[src/rcss_pkg.sv]
// constants, types and register map of the reset cause and start-up sequencer
package rcss_pkg;

  // -----------------------------------------------------------------
  // register map
  // -----------------------------------------------------------------
  localparam logic [7:0] ADDR_PCL    = 8'h02;
  localparam logic [7:0] ADDR_STATUS = 8'h03;
  localparam logic [7:0] ADDR_POWER_CONTROL_FLAGS   = 8'h8e;

  // status layout: [7:5] upper, [4] timeout_flag_n, [3] powerdown_flag_n, [2:0] reset-independent
  localparam int TO_BIT = 4;
  localparam int PD_BIT = 3;
  localparam int LSF_BIT = 0;

  localparam logic [4:0] ST_UP_POR      = 5'h03;
  localparam logic [4:0] ST_UP_MASTER_CLEAR_PIN_N_RUN = 5'h03;
  localparam logic [4:0] ST_UP_MASTER_CLEAR_PIN_N_SLP = 5'h02;
  localparam logic [4:0] ST_UP_WDT      = 5'h01;
  localparam logic [2:0] ST_LOW_RST     = 3'h0;
  localparam logic [1:0] POWER_CONTROL_FLAGS_HI_POR    = 2'h0;
  localparam logic       LSF_RST        = 1'b0;
  localparam logic [7:0] PC_RESET       = 8'h00;
  localparam logic [7:0] PC_VECTOR      = 8'h04;
  localparam logic [7:0] PC_STEP        = 8'h01;
  localparam logic [7:0] RDATA_NONE     = 8'h00;

  // oscillator select: 0 crystal, 1 internal (default)
  localparam logic OSC_XTAL = 1'b0;

  // -----------------------------------------------------------------
  // timing
  // -----------------------------------------------------------------
  localparam int CLK_PERIOD_NS = 5;
  localparam int POWER_UP_DELAY_TIMER_MS       = 72;
  localparam int LFOSC_KHZ     = 32;
  localparam int POWER_UP_DELAY_TIMER_TICKS    = POWER_UP_DELAY_TIMER_MS * LFOSC_KHZ;
  localparam int OST_CYC       = 1024;
  localparam int IN_DELAY_CYC  = 8;
  localparam int MASTER_CLEAR_PIN_N_FILT_NS  = 100;
  localparam int MASTER_CLEAR_PIN_N_FILT_CYC = (MASTER_CLEAR_PIN_N_FILT_NS + CLK_PERIOD_NS - 1) / CLK_PERIOD_NS;

  localparam int CNT_W = 12;
  localparam logic [CNT_W-1:0] POWER_UP_DELAY_TIMER_LAST = CNT_W'(POWER_UP_DELAY_TIMER_TICKS - 1);
  localparam logic [CNT_W-1:0] OST_LAST  = CNT_W'(OST_CYC - 1);
  localparam logic [CNT_W-1:0] IN_LAST   = CNT_W'(IN_DELAY_CYC - 1);
  localparam logic [CNT_W-1:0] CNT_ZERO  = 12'h000;
  localparam logic [CNT_W-1:0] CNT_ONE   = 12'h001;

  localparam int FILT_W = 5;
  localparam logic [FILT_W-1:0] FILT_LAST = FILT_W'(MASTER_CLEAR_PIN_N_FILT_CYC - 1);
  localparam logic [FILT_W-1:0] FILT_ZERO = 5'h00;
  localparam logic [FILT_W-1:0] FILT_ONE  = 5'h01;

  // -----------------------------------------------------------------
  // synchroniser lanes
  // -----------------------------------------------------------------
  localparam int SYNC_N  = 5;
  localparam int SI_POR  = 0;
  localparam int SI_MASTER_CLEAR_PIN_N = 1;
  localparam int SI_LSV  = 2;
  localparam int SI_LF   = 3;
  localparam int SI_OSC  = 4;
  // power-on lane starts asserted, pin lane starts idle high
  localparam logic [SYNC_N-1:0] SYNC_RST = 5'h03;

  // -----------------------------------------------------------------
  // types
  // -----------------------------------------------------------------
  typedef enum logic [1:0] {SEQ_POR, SEQ_POWER_UP_DELAY_TIMER, SEQ_SETTLE, SEQ_RUN} rcss_seq_t;

  typedef struct packed {
    logic [7:0] addr;
    logic [7:0] wdata;
    logic       wr;
    logic       rd;
  } rcss_bus_req_t;

  typedef struct packed {
    logic power_up_delay_enable_n;
    logic osc_select_bit;
  } rcss_cfg_t;

endpackage

[src/rcss_top.sv]
// reset cause recording and start-up sequencing with its registers
//
// Implementation choice: the address-and-strobe port.

module rcss_top (
  input  logic                   clk_sys,
  input  logic                   rst_n,
  input  logic                   por_pulse,
  input  logic                   master_clear_pin_n,
  input  logic                   low_supply_trip,
  input  logic                   lfosc_clk_in,
  input  logic                   osc_input_pin,
  input  logic                   watchdog_timeout,
  input  logic                   irq_wake,
  input  logic                   core_sleep,
  input  logic                   global_interrupt_enable,
  input  rcss_pkg::rcss_cfg_t    cfg,
  input  rcss_pkg::rcss_bus_req_t bus_req,
  output logic [7:0]             reg_rdata,
  output logic                   core_reset,
  output logic                   wake_hold,
  output logic [7:0]             program_counter_low,
  output logic [7:0]             cpu_status_flags,
  output logic                   low_supply_flag_n
);

  logic [rcss_pkg::SYNC_N-1:0] sync1;
  logic [rcss_pkg::SYNC_N-1:0] sync2;
  logic [rcss_pkg::SYNC_N-1:0] sync3;
  logic [rcss_pkg::SYNC_N-1:0] stab;
  logic [rcss_pkg::SYNC_N-1:0] stab_q;
  logic                        por_s;
  logic                        lsv_s;
  logic                        master_clear_pin_n_stab;
  logic                        lf_rise;
  logic                        osc_rise;
  logic [rcss_pkg::FILT_W-1:0] master_clear_pin_n_cnt;
  logic                        master_clear_pin_n_filt;
  logic                        master_clear_pin_n_filt_q;
  logic                        master_clear_pin_n_onset;
  rcss_pkg::rcss_seq_t         state;
  logic                        settle_por;
  logic [rcss_pkg::CNT_W-1:0]  seq_cnt;
  logic                        xtal;
  logic                        settle_tick;
  logic [rcss_pkg::CNT_W-1:0]  settle_last;
  logic                        wdt_run;
  logic                        wake_ev;
  logic                        wdt_wake;
  logic                        irq_wk;
  logic [1:0]                  power_control_flags_hi;
  logic                        next_core_reset;
  logic                        next_wake_hold;
  logic [7:0]                  next_rdata;
  logic                        wr_pcl;
  logic                        wr_status;
  logic                        wr_power_control_flags;

  // -----------------------------------------------------------------
  // input synchronisers
  // -----------------------------------------------------------------
  always_ff @(posedge clk_sys or negedge rst_n)
  begin
    if (!rst_n)
    begin
      sync1  <= rcss_pkg::SYNC_RST;
      sync2  <= rcss_pkg::SYNC_RST;
      sync3  <= rcss_pkg::SYNC_RST;
      stab   <= rcss_pkg::SYNC_RST;
      stab_q <= rcss_pkg::SYNC_RST;
    end
    else
    begin
      sync1  <= {osc_input_pin, lfosc_clk_in, low_supply_trip, master_clear_pin_n, por_pulse};
      sync2  <= sync1;
      sync3  <= sync2;
      // a lane moves only when its second and third stages agree
      stab   <= (~(sync2 ^ sync3) & sync3) | ((sync2 ^ sync3) & stab);
      stab_q <= stab;
    end
  end

  assign por_s     = stab[rcss_pkg::SI_POR];
  assign lsv_s     = stab[rcss_pkg::SI_LSV];
  assign master_clear_pin_n_stab = stab[rcss_pkg::SI_MASTER_CLEAR_PIN_N];
  assign lf_rise   = stab[rcss_pkg::SI_LF] & ~stab_q[rcss_pkg::SI_LF];
  assign osc_rise  = stab[rcss_pkg::SI_OSC] & ~stab_q[rcss_pkg::SI_OSC];

  // -----------------------------------------------------------------
  // master clear filter
  // -----------------------------------------------------------------
  always_ff @(posedge clk_sys or negedge rst_n)
  begin
    if (!rst_n)
    begin
      master_clear_pin_n_cnt    <= rcss_pkg::FILT_ZERO;
      master_clear_pin_n_filt   <= 1'b0;
      master_clear_pin_n_filt_q <= 1'b0;
    end
    else
    begin
      master_clear_pin_n_filt_q <= master_clear_pin_n_filt;
      if (master_clear_pin_n_stab)
      begin
        master_clear_pin_n_cnt  <= rcss_pkg::FILT_ZERO;
        master_clear_pin_n_filt <= 1'b0;
      end
      else if (master_clear_pin_n_cnt == rcss_pkg::FILT_LAST)
        master_clear_pin_n_filt <= 1'b1;
      else
        master_clear_pin_n_cnt <= master_clear_pin_n_cnt + rcss_pkg::FILT_ONE;
    end
  end

  // -----------------------------------------------------------------
  // event classification
  // -----------------------------------------------------------------
  assign master_clear_pin_n_onset = master_clear_pin_n_filt & ~master_clear_pin_n_filt_q;
  assign xtal       = (cfg.osc_select_bit == rcss_pkg::OSC_XTAL);
  // watchdog reset acts only while awake and with neither por_s nor the filtered pin active
  assign wdt_run    = watchdog_timeout & ~core_sleep & ~por_s & ~master_clear_pin_n_filt;
  assign wake_ev    = core_sleep & (watchdog_timeout | irq_wake) & (state == rcss_pkg::SEQ_RUN)
                      & ~por_s & ~master_clear_pin_n_filt;
  assign wdt_wake   = wake_ev & watchdog_timeout;
  assign irq_wk     = wake_ev & ~watchdog_timeout;
  assign settle_tick = xtal ? osc_rise : 1'b1;
  assign settle_last = xtal ? rcss_pkg::OST_LAST : rcss_pkg::IN_LAST;

  // -----------------------------------------------------------------
  // start-up sequencer
  // -----------------------------------------------------------------
  always_ff @(posedge clk_sys or negedge rst_n)
  begin
    if (!rst_n)
    begin
      state      <= rcss_pkg::SEQ_POR;
      settle_por <= 1'b1;
      seq_cnt    <= rcss_pkg::CNT_ZERO;
    end
    else if (por_s)
    begin
      state      <= rcss_pkg::SEQ_POR;
      settle_por <= 1'b1;
      seq_cnt    <= rcss_pkg::CNT_ZERO;
    end
    else
    begin
      case (state)
        rcss_pkg::SEQ_POR:
        begin
          seq_cnt    <= rcss_pkg::CNT_ZERO;
          settle_por <= 1'b1;
          if (!cfg.power_up_delay_enable_n)
            state <= rcss_pkg::SEQ_POWER_UP_DELAY_TIMER;
          else if (xtal)
            state <= rcss_pkg::SEQ_SETTLE;
          else
            state <= rcss_pkg::SEQ_RUN;
        end
        rcss_pkg::SEQ_POWER_UP_DELAY_TIMER:
        begin
          if (lf_rise)
          begin
            if (seq_cnt == rcss_pkg::POWER_UP_DELAY_TIMER_LAST)
            begin
              seq_cnt <= rcss_pkg::CNT_ZERO;
              state   <= rcss_pkg::SEQ_SETTLE;
            end
            else
              seq_cnt <= seq_cnt + rcss_pkg::CNT_ONE;
          end
        end
        rcss_pkg::SEQ_SETTLE:
        begin
          if (settle_tick)
          begin
            if (seq_cnt == settle_last)
            begin
              seq_cnt <= rcss_pkg::CNT_ZERO;
              state   <= rcss_pkg::SEQ_RUN;
            end
            else
              seq_cnt <= seq_cnt + rcss_pkg::CNT_ONE;
          end
        end
        rcss_pkg::SEQ_RUN:
        begin
          seq_cnt <= rcss_pkg::CNT_ZERO;
          if (wake_ev)
          begin
            state      <= rcss_pkg::SEQ_SETTLE;
            settle_por <= 1'b0;
          end
        end
        default:
        begin
          state   <= rcss_pkg::SEQ_POR;
          seq_cnt <= rcss_pkg::CNT_ZERO;
        end
      endcase
    end
  end

  // -----------------------------------------------------------------
  // core reset and wake hold
  // -----------------------------------------------------------------
  always_comb
  begin
    next_core_reset = por_s | master_clear_pin_n_filt | wdt_run
                      | (state == rcss_pkg::SEQ_POR) | (state == rcss_pkg::SEQ_POWER_UP_DELAY_TIMER)
                      | ((state == rcss_pkg::SEQ_SETTLE) & settle_por);
    next_wake_hold  = (state == rcss_pkg::SEQ_SETTLE) & ~settle_por;
  end

  always_ff @(posedge clk_sys or negedge rst_n)
  begin
    if (!rst_n)
    begin
      core_reset <= 1'b1;
      wake_hold  <= 1'b0;
    end
    else
    begin
      core_reset <= next_core_reset;
      wake_hold  <= next_wake_hold;
    end
  end

  // -----------------------------------------------------------------
  // registers
  // -----------------------------------------------------------------
  assign wr_pcl    = bus_req.wr & (bus_req.addr == rcss_pkg::ADDR_PCL);
  assign wr_status = bus_req.wr & (bus_req.addr == rcss_pkg::ADDR_STATUS);
  assign wr_power_control_flags   = bus_req.wr & (bus_req.addr == rcss_pkg::ADDR_POWER_CONTROL_FLAGS);

  always_ff @(posedge clk_sys or negedge rst_n)
  begin
    if (!rst_n)
      program_counter_low <= rcss_pkg::PC_RESET;
    else if (por_s | master_clear_pin_n_filt | wdt_run)
      program_counter_low <= rcss_pkg::PC_RESET;
    else if (irq_wk & global_interrupt_enable)
      program_counter_low <= rcss_pkg::PC_VECTOR;
    else if (wake_ev)
      program_counter_low <= program_counter_low + rcss_pkg::PC_STEP;
    else if (wr_pcl)
      program_counter_low <= bus_req.wdata;
  end

  // flags are read-only to software; events win over writes
  always_ff @(posedge clk_sys or negedge rst_n)
  begin
    if (!rst_n)
      cpu_status_flags <= {rcss_pkg::ST_UP_POR, rcss_pkg::ST_LOW_RST};
    else if (por_s)
      cpu_status_flags[7:3] <= rcss_pkg::ST_UP_POR;
    else if (master_clear_pin_n_onset)
      cpu_status_flags[7:3] <= core_sleep ? rcss_pkg::ST_UP_MASTER_CLEAR_PIN_N_SLP : rcss_pkg::ST_UP_MASTER_CLEAR_PIN_N_RUN;
    else if (wdt_run)
      cpu_status_flags[7:3] <= rcss_pkg::ST_UP_WDT;
    else if (wdt_wake)
    begin
      cpu_status_flags[rcss_pkg::TO_BIT] <= 1'b0;
      cpu_status_flags[rcss_pkg::PD_BIT] <= 1'b0;
    end
    else if (irq_wk)
    begin
      cpu_status_flags[rcss_pkg::TO_BIT] <= 1'b1;
      cpu_status_flags[rcss_pkg::PD_BIT] <= 1'b0;
    end
    else if (wr_status)
    begin
      cpu_status_flags[7:5] <= bus_req.wdata[7:5];
      cpu_status_flags[2:0] <= bus_req.wdata[2:0];
    end
  end

  always_ff @(posedge clk_sys or negedge rst_n)
  begin
    if (!rst_n)
      power_control_flags_hi <= rcss_pkg::POWER_CONTROL_FLAGS_HI_POR;
    else if (por_s)
      power_control_flags_hi <= rcss_pkg::POWER_CONTROL_FLAGS_HI_POR;
    else if (wr_power_control_flags)
      power_control_flags_hi <= bus_req.wdata[2:1];
  end

  // low supply flag survives power-on, pin and watchdog resets, only rst_n loads it; the trip wins over a write
  always_ff @(posedge clk_sys or negedge rst_n)
  begin
    if (!rst_n)
      low_supply_flag_n <= rcss_pkg::LSF_RST;
    else if (lsv_s)
      low_supply_flag_n <= 1'b0;
    else if (wr_power_control_flags)
      low_supply_flag_n <= bus_req.wdata[rcss_pkg::LSF_BIT];
  end

  // -----------------------------------------------------------------
  // read port
  // -----------------------------------------------------------------
  always_comb
  begin
    case (bus_req.addr)
      rcss_pkg::ADDR_PCL:    next_rdata = program_counter_low;
      rcss_pkg::ADDR_STATUS: next_rdata = cpu_status_flags;
      rcss_pkg::ADDR_POWER_CONTROL_FLAGS:   next_rdata = {5'h00, power_control_flags_hi, low_supply_flag_n};
      default:               next_rdata = rcss_pkg::RDATA_NONE;
    endcase
  end

  always_ff @(posedge clk_sys or negedge rst_n)
  begin
    if (!rst_n)
      reg_rdata <= rcss_pkg::RDATA_NONE;
    else
      reg_rdata <= bus_req.rd ? next_rdata : rcss_pkg::RDATA_NONE;
  end

  // -----------------------------------------------------------------
  // assertions
  // -----------------------------------------------------------------
  AST_POR_FLAGS: assert property (@(posedge clk_sys) disable iff (!rst_n)
    por_s |=> cpu_status_flags[rcss_pkg::TO_BIT] && cpu_status_flags[rcss_pkg::PD_BIT] && core_reset)
    else $error("power-on did not set both flags");

  AST_WDT_RUN: assert property (@(posedge clk_sys) disable iff (!rst_n)
    wdt_run |=> !cpu_status_flags[rcss_pkg::TO_BIT] && cpu_status_flags[rcss_pkg::PD_BIT]
                && program_counter_low == rcss_pkg::PC_RESET && core_reset)
    else $error("watchdog reset values wrong");

  AST_WDT_WAKE: assert property (@(posedge clk_sys) disable iff (!rst_n)
    wdt_wake |=> !cpu_status_flags[rcss_pkg::TO_BIT] && !cpu_status_flags[rcss_pkg::PD_BIT]
                 && program_counter_low == $past(program_counter_low) + 8'h01 && !core_reset)
    else $error("watchdog wake handled as a reset");

  AST_IRQ_VECTOR: assert property (@(posedge clk_sys) disable iff (!rst_n)
    (irq_wk && global_interrupt_enable) |=> program_counter_low == rcss_pkg::PC_VECTOR
                                            && cpu_status_flags[rcss_pkg::TO_BIT])
    else $error("interrupt wake did not load the vector");

  AST_MASTER_CLEAR_PIN_N_GLITCH: assert property (@(posedge clk_sys) disable iff (!rst_n)
    $fell(master_clear_pin_n_stab) |-> !master_clear_pin_n_filt [*8])
    else $error("short master clear pulse passed the filter");

  AST_LOW_SUPPLY: assert property (@(posedge clk_sys) disable iff (!rst_n)
    lsv_s |=> !low_supply_flag_n)
    else $error("low supply did not clear the flag");

  AST_OST_END: assert property (@(posedge clk_sys) disable iff (!rst_n || por_s)
    (state == rcss_pkg::SEQ_SETTLE && xtal && osc_rise && seq_cnt == rcss_pkg::OST_LAST)
    |=> state == rcss_pkg::SEQ_RUN)
    else $error("settle count did not end at 1024 edges");

  AST_IN_DELAY: assert property (@(posedge clk_sys) disable iff (!rst_n || por_s)
    $rose(state == rcss_pkg::SEQ_SETTLE && !xtal)
    |-> (state == rcss_pkg::SEQ_SETTLE) [*8] ##1 (state == rcss_pkg::SEQ_RUN))
    else $error("internal oscillator delay not 8 cycles");

  AST_NO_DELAY: assert property (@(posedge clk_sys) disable iff (!rst_n)
    (state == rcss_pkg::SEQ_POR && !por_s && cfg.power_up_delay_enable_n && !xtal)
    |=> state == rcss_pkg::SEQ_RUN ##1 !core_reset)
    else $error("time-out added with delay disabled");

  AST_RESET_HOLD: assert property (@(posedge clk_sys) disable iff (!rst_n)
    (master_clear_pin_n_filt || state == rcss_pkg::SEQ_POWER_UP_DELAY_TIMER) |=> core_reset)
    else $error("core reset released while a source is active");

endmodule

[config.mk]
export PLATFORM = sky130hd
export DESIGN_NAME = rcss_top
export DESIGN_NICKNAME = d
export VERILOG_FILES = /design/src/rcss_pkg.sv /design/src/rcss_top.sv
export SDC_FILE = /design/constraint.sdc
export NUM_CORES = 1
export LEC_CHECK = 0
export ABC_AREA = 1
export BUFFER_PORTS_ARGS = -buffer_cell sky130_fd_sc_hd__clkbuf_2
export CORE_ASPECT_RATIO = 1.4
export CORE_MARGIN = 2
export CORE_UTILIZATION = 55
export CTS_CLUSTER_DIAMETER = 120
export CTS_CLUSTER_SIZE = 40
export DETAILED_ROUTE_END_ITERATION = 16
export HOLD_SLACK_MARGIN = 0.02
export PLACE_DENSITY = 0.88
export SYNTH_ARGS = -nofsm -noshare
export SYNTH_HDL_FRONTEND = slang
export SYNTH_SLANG_ARGS = --single-unit
[constraint.sdc]
create_clock -name clk_sys -period 1.9 [get_ports clk_sys]
set_clock_uncertainty 0.1 [all_clocks]
set_input_delay 0.095 -clock clk_sys [delete_from_list [all_inputs] [get_ports clk_sys]]
set_output_delay 0.095 -clock clk_sys [all_outputs]
set_load 0.05 [all_outputs]
# Word level (Yosys, flattened, before mapping)
# Index checks and enable logic that the tools add are counted.
op_classes:
  reduce_logical: 14
  addsub: 3
  bitwise_logic: 41
  n_eq_ne: 17
  muxes: 43
ops:
  columns: ["operator", "count"]
  rows:
  - ["$mux 12", 5]
  - ["$mux 8", 5]
  - ["$pmux 12 s3", 1]
  - ["$mux 5", 5]
  - ["$pmux 8 s3", 1]
  - ["$mux 2", 11]
  - ["$and 1x1->1", 18]
  - ["$eq 8x2->1 const B", 2]
  - ["$ne 3x3->1 const B", 5]
  - ["$add 12x1->12 const B", 1]
  - ["$eq 12x10->1", 1]
  - ["$eq 12x12->1 const B", 1]
  - ["$not 1->1", 12]
  - ["$and 5x5->5", 2]
  - ["$mux 10", 1]
  - ["$mux 1", 9]
  - ["$mux 3", 3]
  - ["$add 8x1->8 const B", 1]
  - ["$eq 8x8->1 const B", 1]
  - ["$ne 4x4->1 const B", 2]
  - ["$pmux 2 s4", 1]
  - ["$reduce_bool 4->1", 2]
  - ["$or 1x1->1", 6]
  - ["$reduce_and 6->1", 1]
  - ["other kinds (17)", 21]
word_totals:
  in_bits: 31
  regBits: 76

# Longest topological paths before layout
# Gate-level depths: netlist of the first run.
depth:
  depth_word: 11
  mapped_depth: 12
  mapped_depth_nobuf: 12

# Worst setup path after synthesis of the first run
# Ideal clock, no wire load.
synth_path:
  path_type: "register to register"
  start: "reg program_counter_low[1]"
  end: "reg program_counter_low[6]"
  slack_ns: 0.125
  arrival_time_ns: 1.557
  setup_time_ns: 0.118
  stages_incl_launch_ff: 8
  n_path_buf: 0
  path_cell_list: "dfrtp_1 > ha_1 > nand3_1 > o21a_1 > o21ai_0 > nand2_1 > nand3_1 > nand2_1"
synth_between:
  elab_chain_len: 4
synth_lines:
  columns: ["item", "line", "source"]
  rows:
  - ["from (decl)", "rcss_top.sv:22", "output logic [7:0] program_counter_low,"]
  - ["from (signal assigned)", "rcss_top.sv:239", "program_counter_low <= rcss_pkg::PC_RESET;"]
  - ["from (signal assigned)", "rcss_top.sv:241", "program_counter_low <= rcss_pkg::PC_RESET;"]
  - ["from (signal assigned)", "rcss_top.sv:243", "program_counter_low <= rcss_pkg::PC_VECTOR;"]
  - ["$add 8x1->8", "rcss_top.sv:245", "program_counter_low <= program_counter_low + rcss_pkg::PC_STEP;"]
  - ["$mux 8", "rcss_top.sv:244", "else if (wake_ev)"]
  - ["$mux 8", "rcss_top.sv:242", "else if (irq_wk & global_interrupt_enable)"]
  - ["$mux 8", "rcss_top.sv:240", "else if (por_s | master_clear_pin_n_filt | wdt_run)"]
# No other way between the ends.
# A chain may end at the register's enable or synchronous reset.

==> flow_summary.json, run 1 <==
{
  "status": "completed",
  "worstHoldPathType": "in -> reg",
  "cp-start-kind": "flip-flop",
  "drt_wl_total_um": 8220,
  "numCtsBuffers": 9,
  "netlist.top_cell.by_area": "dfrtp_1",
  "worst_setup_path_end_kind": "flip-flop",
  "tightest_slew_ps": 447,
  "ys_top_cells_by_count": "nand2_1 (115), dfrtp_1 (61), inv_1 (53)",
  "post-place-ws_ps": 111,
  "routabilityCongestion": 0.938,
  "fillers": 447,
  "drtIter0Drc": 195,
  "dieArea_um2": 7110,
  "start_util": 0.571,
  "final_util": 0.699,
  "htree_levels": 3,
  "syn_nets": 456,
  "num_io_pins": 58,
  "core_um2": 6210,
  "grt_pass1_wl_um": 13300,
  "worst_slack_ps": 130,
  "cp_cell_sequence": "nor2_2, o211ai_2, nand2_1, nor2_2, nand2_1, nand2_1",
  "leakagePower_uw": 0.00217,
  "critPathMaxStageDelay_ps": 640,
  "final_min_period_over_clock_period": 0.932,
  "syn_inst": 422,
  "ir_drop_mv": 0.697,
  "hold_viol": 0,
  "grt-ovfl-total": 0,
  "die_x_um": 71.9,
  "cp_top_family": "simple AND/OR/NAND/NOR gates",
  "reg2reg_depth": 6,
  "min_period_ps": 1770,
  "cts_sinks": 73,
  "critPathKind": "reg -> reg",
  "post_drt_wl_per_cell_um": 14.1,
  "holdPathStages": 5,
  "drive_gt1_frac": 0.223,
  "yosysMostFrequentCell": "nand2_1",
  "synth_top_area_frac": 0.430,
  "antenna_found_initial": 0,
  "finalSetupTns_ps": 0,
  "viasPerCell": 5.49,
  "antenna_cells": 0,
  "synth_area_um2": 3550,
  "synth_edf_count": 0,
  "cp_num_cells": 6,
  "setup_viol": 0,
  "fmax_mhz": 565,
  "grt_max_degree": 55,
  "num_rows": 34,
  "dp_hpwl_um": 5710,
  "clkSlewWorstSetupHoldPaths_ps": 90,
  "drtAntennaViolNets": 0,
  "crit_top_cell": "nand2_1",
  "slew_violations": 0,
  "ys_top_cells_by_area": "dfrtp_1 (43%), nand2_1 (12%), dfstp_2 (8.9%)",
  "maxCapViolCount": 0,
  "synth_area_per_cell_um2": 8.40,
  "clk_latency_ps": 360,
  "p_total_uw": 3930,
  "layout.nets": 541,
  "rsz0062_at_grt": "no",
  "ys_seq_area_frac": 0.519,
  "drt_pass1_iterations": 7,
  "yosysWarnings": 0,
  "drcViolationCount": 0,
  "relSlewSlack": 0.699,
  "area_delta_synth_final_pct": 22.5,
  "clock_tree.buffer_depth": 2,
  "synth.distinct_cells": 44,
  "arrival_ps": 1960,
  "num_vias": 3208,
  "place.port_buffers": 57,
  "hold_slack_ps": 64.2,
  "required_ps": 2090,
  "cts_tree": "built",
  "worst_path_max_delay_cell": "dfstp_2",
  "root_buffer": "clkbuf_8",
  "grt_usage": 0.245,
  "grt_pass1_vias": 3017,
  "path_max_fanout": 7,
  "die_h_um": 99.0,
  "ys.flop_type": "dfrtp_1",
  "ys_seq_elements": 73,
  "cp.buffers_inverters": 0,
  "p_per_area_nw_per_um2": 904,
  "synthArstFlopShare": 1.00
}
layout by cell type, fill, tap and decap left out, drive strengths merged, types with 2 or more instances in the layout:
| cell | synthesis | layout |
|---|---|---|
| dfstp | 12 | 12 |
| dlygate4sd3 | 0 | 18 |
| and3 | 2 | 2 |
| o21a | 2 | 2 |
| clkbuf | 1 | 65 |
| nor2 | 40 | 40 |
| xor2 | 6 | 6 |
| nand3b | 2 | 2 |
| a31oi | 3 | 3 |
| o21ai | 27 | 27 |
| bufinv | 0 | 2 |
| inv | 58 | 60 |
| nor4 | 2 | 2 |
| xnor2 | 2 | 2 |
| ha | 3 | 3 |
| nand2 | 118 | 118 |
| nand3 | 30 | 30 |
| a21oi | 21 | 21 |
| maj3 | 5 | 5 |
| buf | 5 | 6 |
| nor3 | 6 | 6 |
| dfrtp | 61 | 61 |
| o211ai | 2 | 2 |
| nand4 | 5 | 5 |
| clkinv | 0 | 3 |
| or2 | 3 | 3 |
metrics by stage:
step,cells,cell area [µm²]
after floorplan,422,3550
after global placement,550,3930
after detailed placement,550,3930
after CTS,584,4340
after global routing,584,4340
final,584,4340
timing repair:
action,4_1_cts,5_1_grt
endpoints found under the setup margin,0,12
endpoints found under the hold margin,84,0
gates resized for setup,0,5
hold buffers,18,0
buffers inserted,0,0
kinds of logic after synthesis:
logic type      after synthesis  synth area share
compound gates               59            0.0970
xor+xnor                      8            0.0198
fa+ha+maj                     8            0.0247
buf+inv                      64            0.0741
flops                        73             0.519
mux                           1           0.00318
simple gates                209             0.262
final timing paths:
path	startpoint	to	slack (ps)
min in group asynchronous	rst_n	seq_cnt[9]	100
max in group asynchronous	rst_n	sync3[1]	900
worst min-delay path	bus_req[6]	program_counter_low[4]	60
worst min register to register	sync1[0]	sync2[0]	240
worst max-delay path	flip-flop	program_counter_low[6]	130
worst max register to register	flip-flop	program_counter_low[6]	130
sequential cells by signal, summed over array words and instances, names as in the netlist, 5 cells and up, named ones only:
| name | count |
|---|---|
| master_clear_pin_n_cnt | 5 |
| sync3 | 5 |
| seq_cnt | 12 |
| sync2 | 5 |
| sync1 | 5 |
| cpu_status_flags | 8 |
| reg_rdata | 8 |
| program_counter_low | 8 |
tightest hold or removal path, cell delays in order:
cell,delay [ps]
clkbuf_2,90
nand2_1,60
o21ai_1,60
nand3_1,90
o21ai_0,80
routing by layer:
layer  track usage  share of wire  routed length, µm
met1         0.281           0.38               3110
met2         0.422           0.53               4390
met3        0.0532          0.058                479
met4         0.129          0.030                245
met5             0              0                  0
report_power, final:
| part | switching, µW | internal (µW) |
|---|---|---|
| registers | 121 | 1680 |
| logic | 506 | 250 |
| clock network | 613 | 754 |
area by class of cell:
| class | instances | area, µm² | share of cell area |
|---|---|---|---|
| clock buffer | 9 | 124 | 0.0285 |
| clock inverter | 7 | 103 | 0.0236 |
| inverter | 58 | 220 | 0.0507 |
| multi-input combinational | 285 | 1450 | 0.333 |
| sequential | 73 | 1840 | 0.425 |
| tap | 72 | 90.1 | 0.0207 |
| timing repair buffer | 80 | 515 | 0.119 |
No activity file was read; power rests on OpenSTA's default activity.
==> run 2: changes to the inputs <==
ABC_AREA = 0   (was 1)
==> run 2 against run 1 <==
The run now ends with negative setup slack left. Utilization is 5.6 points higher. Cell count shrank 13%. Cell area increased by 7.2%. Non-clock buffer count up 35. Via count is 4.5% lower. Worst setup slack lost 150 ps. Sequential share of layout area shrank 2.9 points. Synthesized area decreased by 2.3%. Clock-buffer cell count up 1. Routed wire length is 12% higher. Total power grew 4.7%. Critical path type unchanged. Highest routed layer unchanged.
==> flow_summary.json, run 2 <==
{
  "status": "complete, but fails checks",
  "violations": "negative setup slack",
  "synth_compound_area_frac": 0.139,
  "setup_viol": 1,
  "core_um2": 6170,
  "drt_wl_total_um": 9240,
  "synthArstFlopShare": 1.00,
  "final_min_period_over_clock_period": 1.01,
  "top_register": "seq_cnt",
  "tightest_slew_ps": 479,
  "leakagePower_uw": 0.00214,
  "p_int_uw": 2730,
  "synth.distinct_cells": 64,
  "cp_top_family": "compound AO/OA/AOI/OAI gates",
  "rsz0062_at_grt": "yes",
  "drtAntennaViolNets": 0,
  "worst_slack_ps": -15.6,
  "numCtsBuffers": 9,
  "yosys.area_share.xor_xnor": 0.0126,
  "largest_reg_flops": 12,
  "busiest_layer": "met2",
  "hold_viol": 0,
  "multi_input_area_um2": 1700,
  "antenna_cells": 0,
  "ys_seq_area_frac": 0.532,
  "area_delta_synth_final_pct": 34.4,
  "syn_inst": 315,
  "die_h_um": 97.9,
  "slew_violations": 0,
  "min_period_ps": 1920,
  "drive_gt1_frac": 0.376,
  "num_vias": 3063,
  "dieArea_um2": 6960,
  "synth_edf_count": 0,
  "clkPwrFrac": 0.272,
  "stdcell_count": 508,
  "p_sw_frac": 0.335,
  "root_buffer": "clkbuf_8",
  "combPwrFrac": 0.294,
  "routabilityCongestion": 0.982,
  "synth_top_area_frac": 0.441,
  "clock_tree.buffer_depth": 2,
  "grt_usage": 0.268,
  "met3_usage": 0.0619,
  "cp_cell_sequence": "ha_4, nand2_4, nor4b_4, a21oi_4, a2111oi_4, a2bb2oi_2",
  "antenna_found_initial": 0,
  "met2_usage": 0.462,
  "netlist.top_cell.by_area": "dfrtp_1",
  "synth_area_per_cell_um2": 11.0,
  "critPathMaxStageDelay_ps": 420,
  "grt_max_degree": 74,
  "cts_tree": "built",
  "syn_nets": 349,
  "worstHoldPathType": "in -> reg",
  "ir_drop_mv": 0.725,
  "synthAdderAreaFrac": 0.0253,
  "cp.buffers_inverters": 0,
  "drt_pass1_iterations": 5,
  "required_ps": 2090,
  "yosysMostFrequentCell": "dfrtp_1",
  "yosysWarnings": 0,
  "regArea_um2": 1840,
  "grt-ovfl-total": 0,
  "start_util": 0.561,
  "path_max_fanout": 5,
  "grt_pass1_vias": 3149,
  "htree_levels": 3,
  "worst_path_max_delay_cell": "dfrtp_1",
  "clk_latency_ps": 350,
  "num_io_pins": 58,
  "worst_setup_path_end_kind": "flip-flop",
  "layout_commonest_cell": "dfrtp_1",
  "p_per_area_nw_per_um2": 883,
  "critPathKind": "reg -> reg",
  "cts_sinks": 73,
  "num_rows": 34,
  "maxCapViolCount": 0,
  "ys_top_cells_by_area": "dfrtp_1 (44%), dfstp_2 (9.1%), mux2i_1 (5.2%)",
  "drcViolationCount": 0,
  "ys.flop_type": "dfrtp_1",
  "synthSimpleGateAreaFrac": 0.198,
  "seqPwrFrac": 0.433,
  "post-place-ws_ps": -100,
  "place_inst": 470,
  "cp-start-kind": "flip-flop",
  "relSlewSlack": 0.677,
  "synthMuxAreaShare": 0.0650,
  "fillers": 408,
  "use_met1": 0.292,
  "ys_top_cells_by_count": "dfrtp_1 (61), nor2_1 (29), nand2_1 (23)",
  "synth_top_family_by_area": "simple AND/OR/NAND/NOR gates",
  "viasPerCell": 6.03,
  "arrival_ps": 2100,
  "post_drt_wl_per_cell_um": 18.2,
  "die_x_um": 71.1,
  "final_cell_mix": "dfrtp_1 (60), clkbuf_2 (56), buf_4 (35), nor2_1 (27), nand2_1 (22)",
  "layout.nets": 465,
  "clkSlewWorstSetupHoldPaths_ps": 80,
  "finalSetupTns_ps": -15.6,
  "synth_area_um2": 3460,
  "fmax_mhz": 522,
  "place.port_buffers": 57,
  "ys_seq_elements": 73,
  "power.switching_uw": 1380,
  "dp_hpwl_um": 5920,
  "drtIter0Drc": 195,
  "grt_pass1_wl_um": 14500
}
-- run 2: changes by cell type in the layout (fill, tap and decap cells not counted), moves of 13 or more --
cell / previous run / this run
mux2i_1: 0 / 18
nand2_1: 114 / 22
inv_1: 53 / 10
buf_4: 4 / 35
a21oi_1: 20 / 7
nand3_1: 30 / 12
-- run 2: final timing paths --
check	start	end	slack, ps	depth (start not counted)
min in group asynchronous	rst_n	reg_rdata[1]	190	3
max in group asynchronous	rst_n	core_reset	1160	3
worst min-delay path	cfg[1]	state[1]	110	4
worst max-delay path	seq_cnt[1]	state[0]	-20	6
worst min register to register	sync1[3]	sync2[3]	250	0
worst max register to register	seq_cnt[1]	state[0]	-20	6
-- run 2: layout make-up --
| class | instances | share of cell area |
|---|---|---|
| Sequential cell | 73 | 0.396 |
| Inverter | 10 | 0.00806 |
| Clock inverter | 6 | 0.00914 |
| Clock buffer | 10 | 0.0296 |
| Tap cell | 72 | 0.0193 |
| Timing Repair Buffer | 115 | 0.173 |
| Multi-Input combinational cell | 222 | 0.365 |
-- run 2: cell families (layout without fill, tap and decap cells) --
kind of cell    after synthesis  in the layout
simple gates                124            124
mux                          22             22
flops                        73             73
compound gates               63             63
xor+xnor                      5              5
buf+inv                      20            141
fa+ha+maj                     8              8
-- run 2: metal layers --
layer  wire length, µm  vias up
li1                  -     1379
met1              3270     1484
met2              5070      157
met3               500       43
met4               403        0
met5                 0        -
-- run 2: worst reg2reg max path, stage by stage (launching register included) --
cell and delay, ps:
dfrtp_1 420, ha_4 170, nand2_4 70, nor4b_4 420
a21oi_4 160, a2111oi_4 360, a2bb2oi_2 150
-- run 2: through the flow --
step | power (µW) | hold WS [ps] | util | cell area (µm²)
4_1_cts | 3970 | 125 | 0.728 | 4490
3_5_place_dp | 2790 | 54.5 | 0.661 | 4080
3_3_place_gp | 2750 | 52.4 | 0.661 | 4080
2_1_floorplan | 2430 | -301 | - | 3470
6_report | 4110 | 106 | 0.755 | 4660
5_1_grt | 4300 | 119 | 0.755 | 4660
-- run 2: power groups by stage --
stage          Combinational (µW)  Sequential [µW]  Clock (µW)
3_3_place_gp                  957             1790           0
6_report                     1210             1780        1120
3_5_place_dp                  985             1800           0
2_1_floorplan                 561             1870           0
5_1_grt                      1290             1800        1210
4_1_cts                      1070             1770        1140
-- run 2: timing repair --
action / 4_1_cts / 5_1_grt
hold buffers: 17 / 0
gates cloned: 0 / 0
pin swaps: 3 / 14
hold endpoints to repair: 96 / 0
buffers inserted: 3 / 3
resized for setup: 5 / 36
endpoints found under the setup margin: 13 / 25
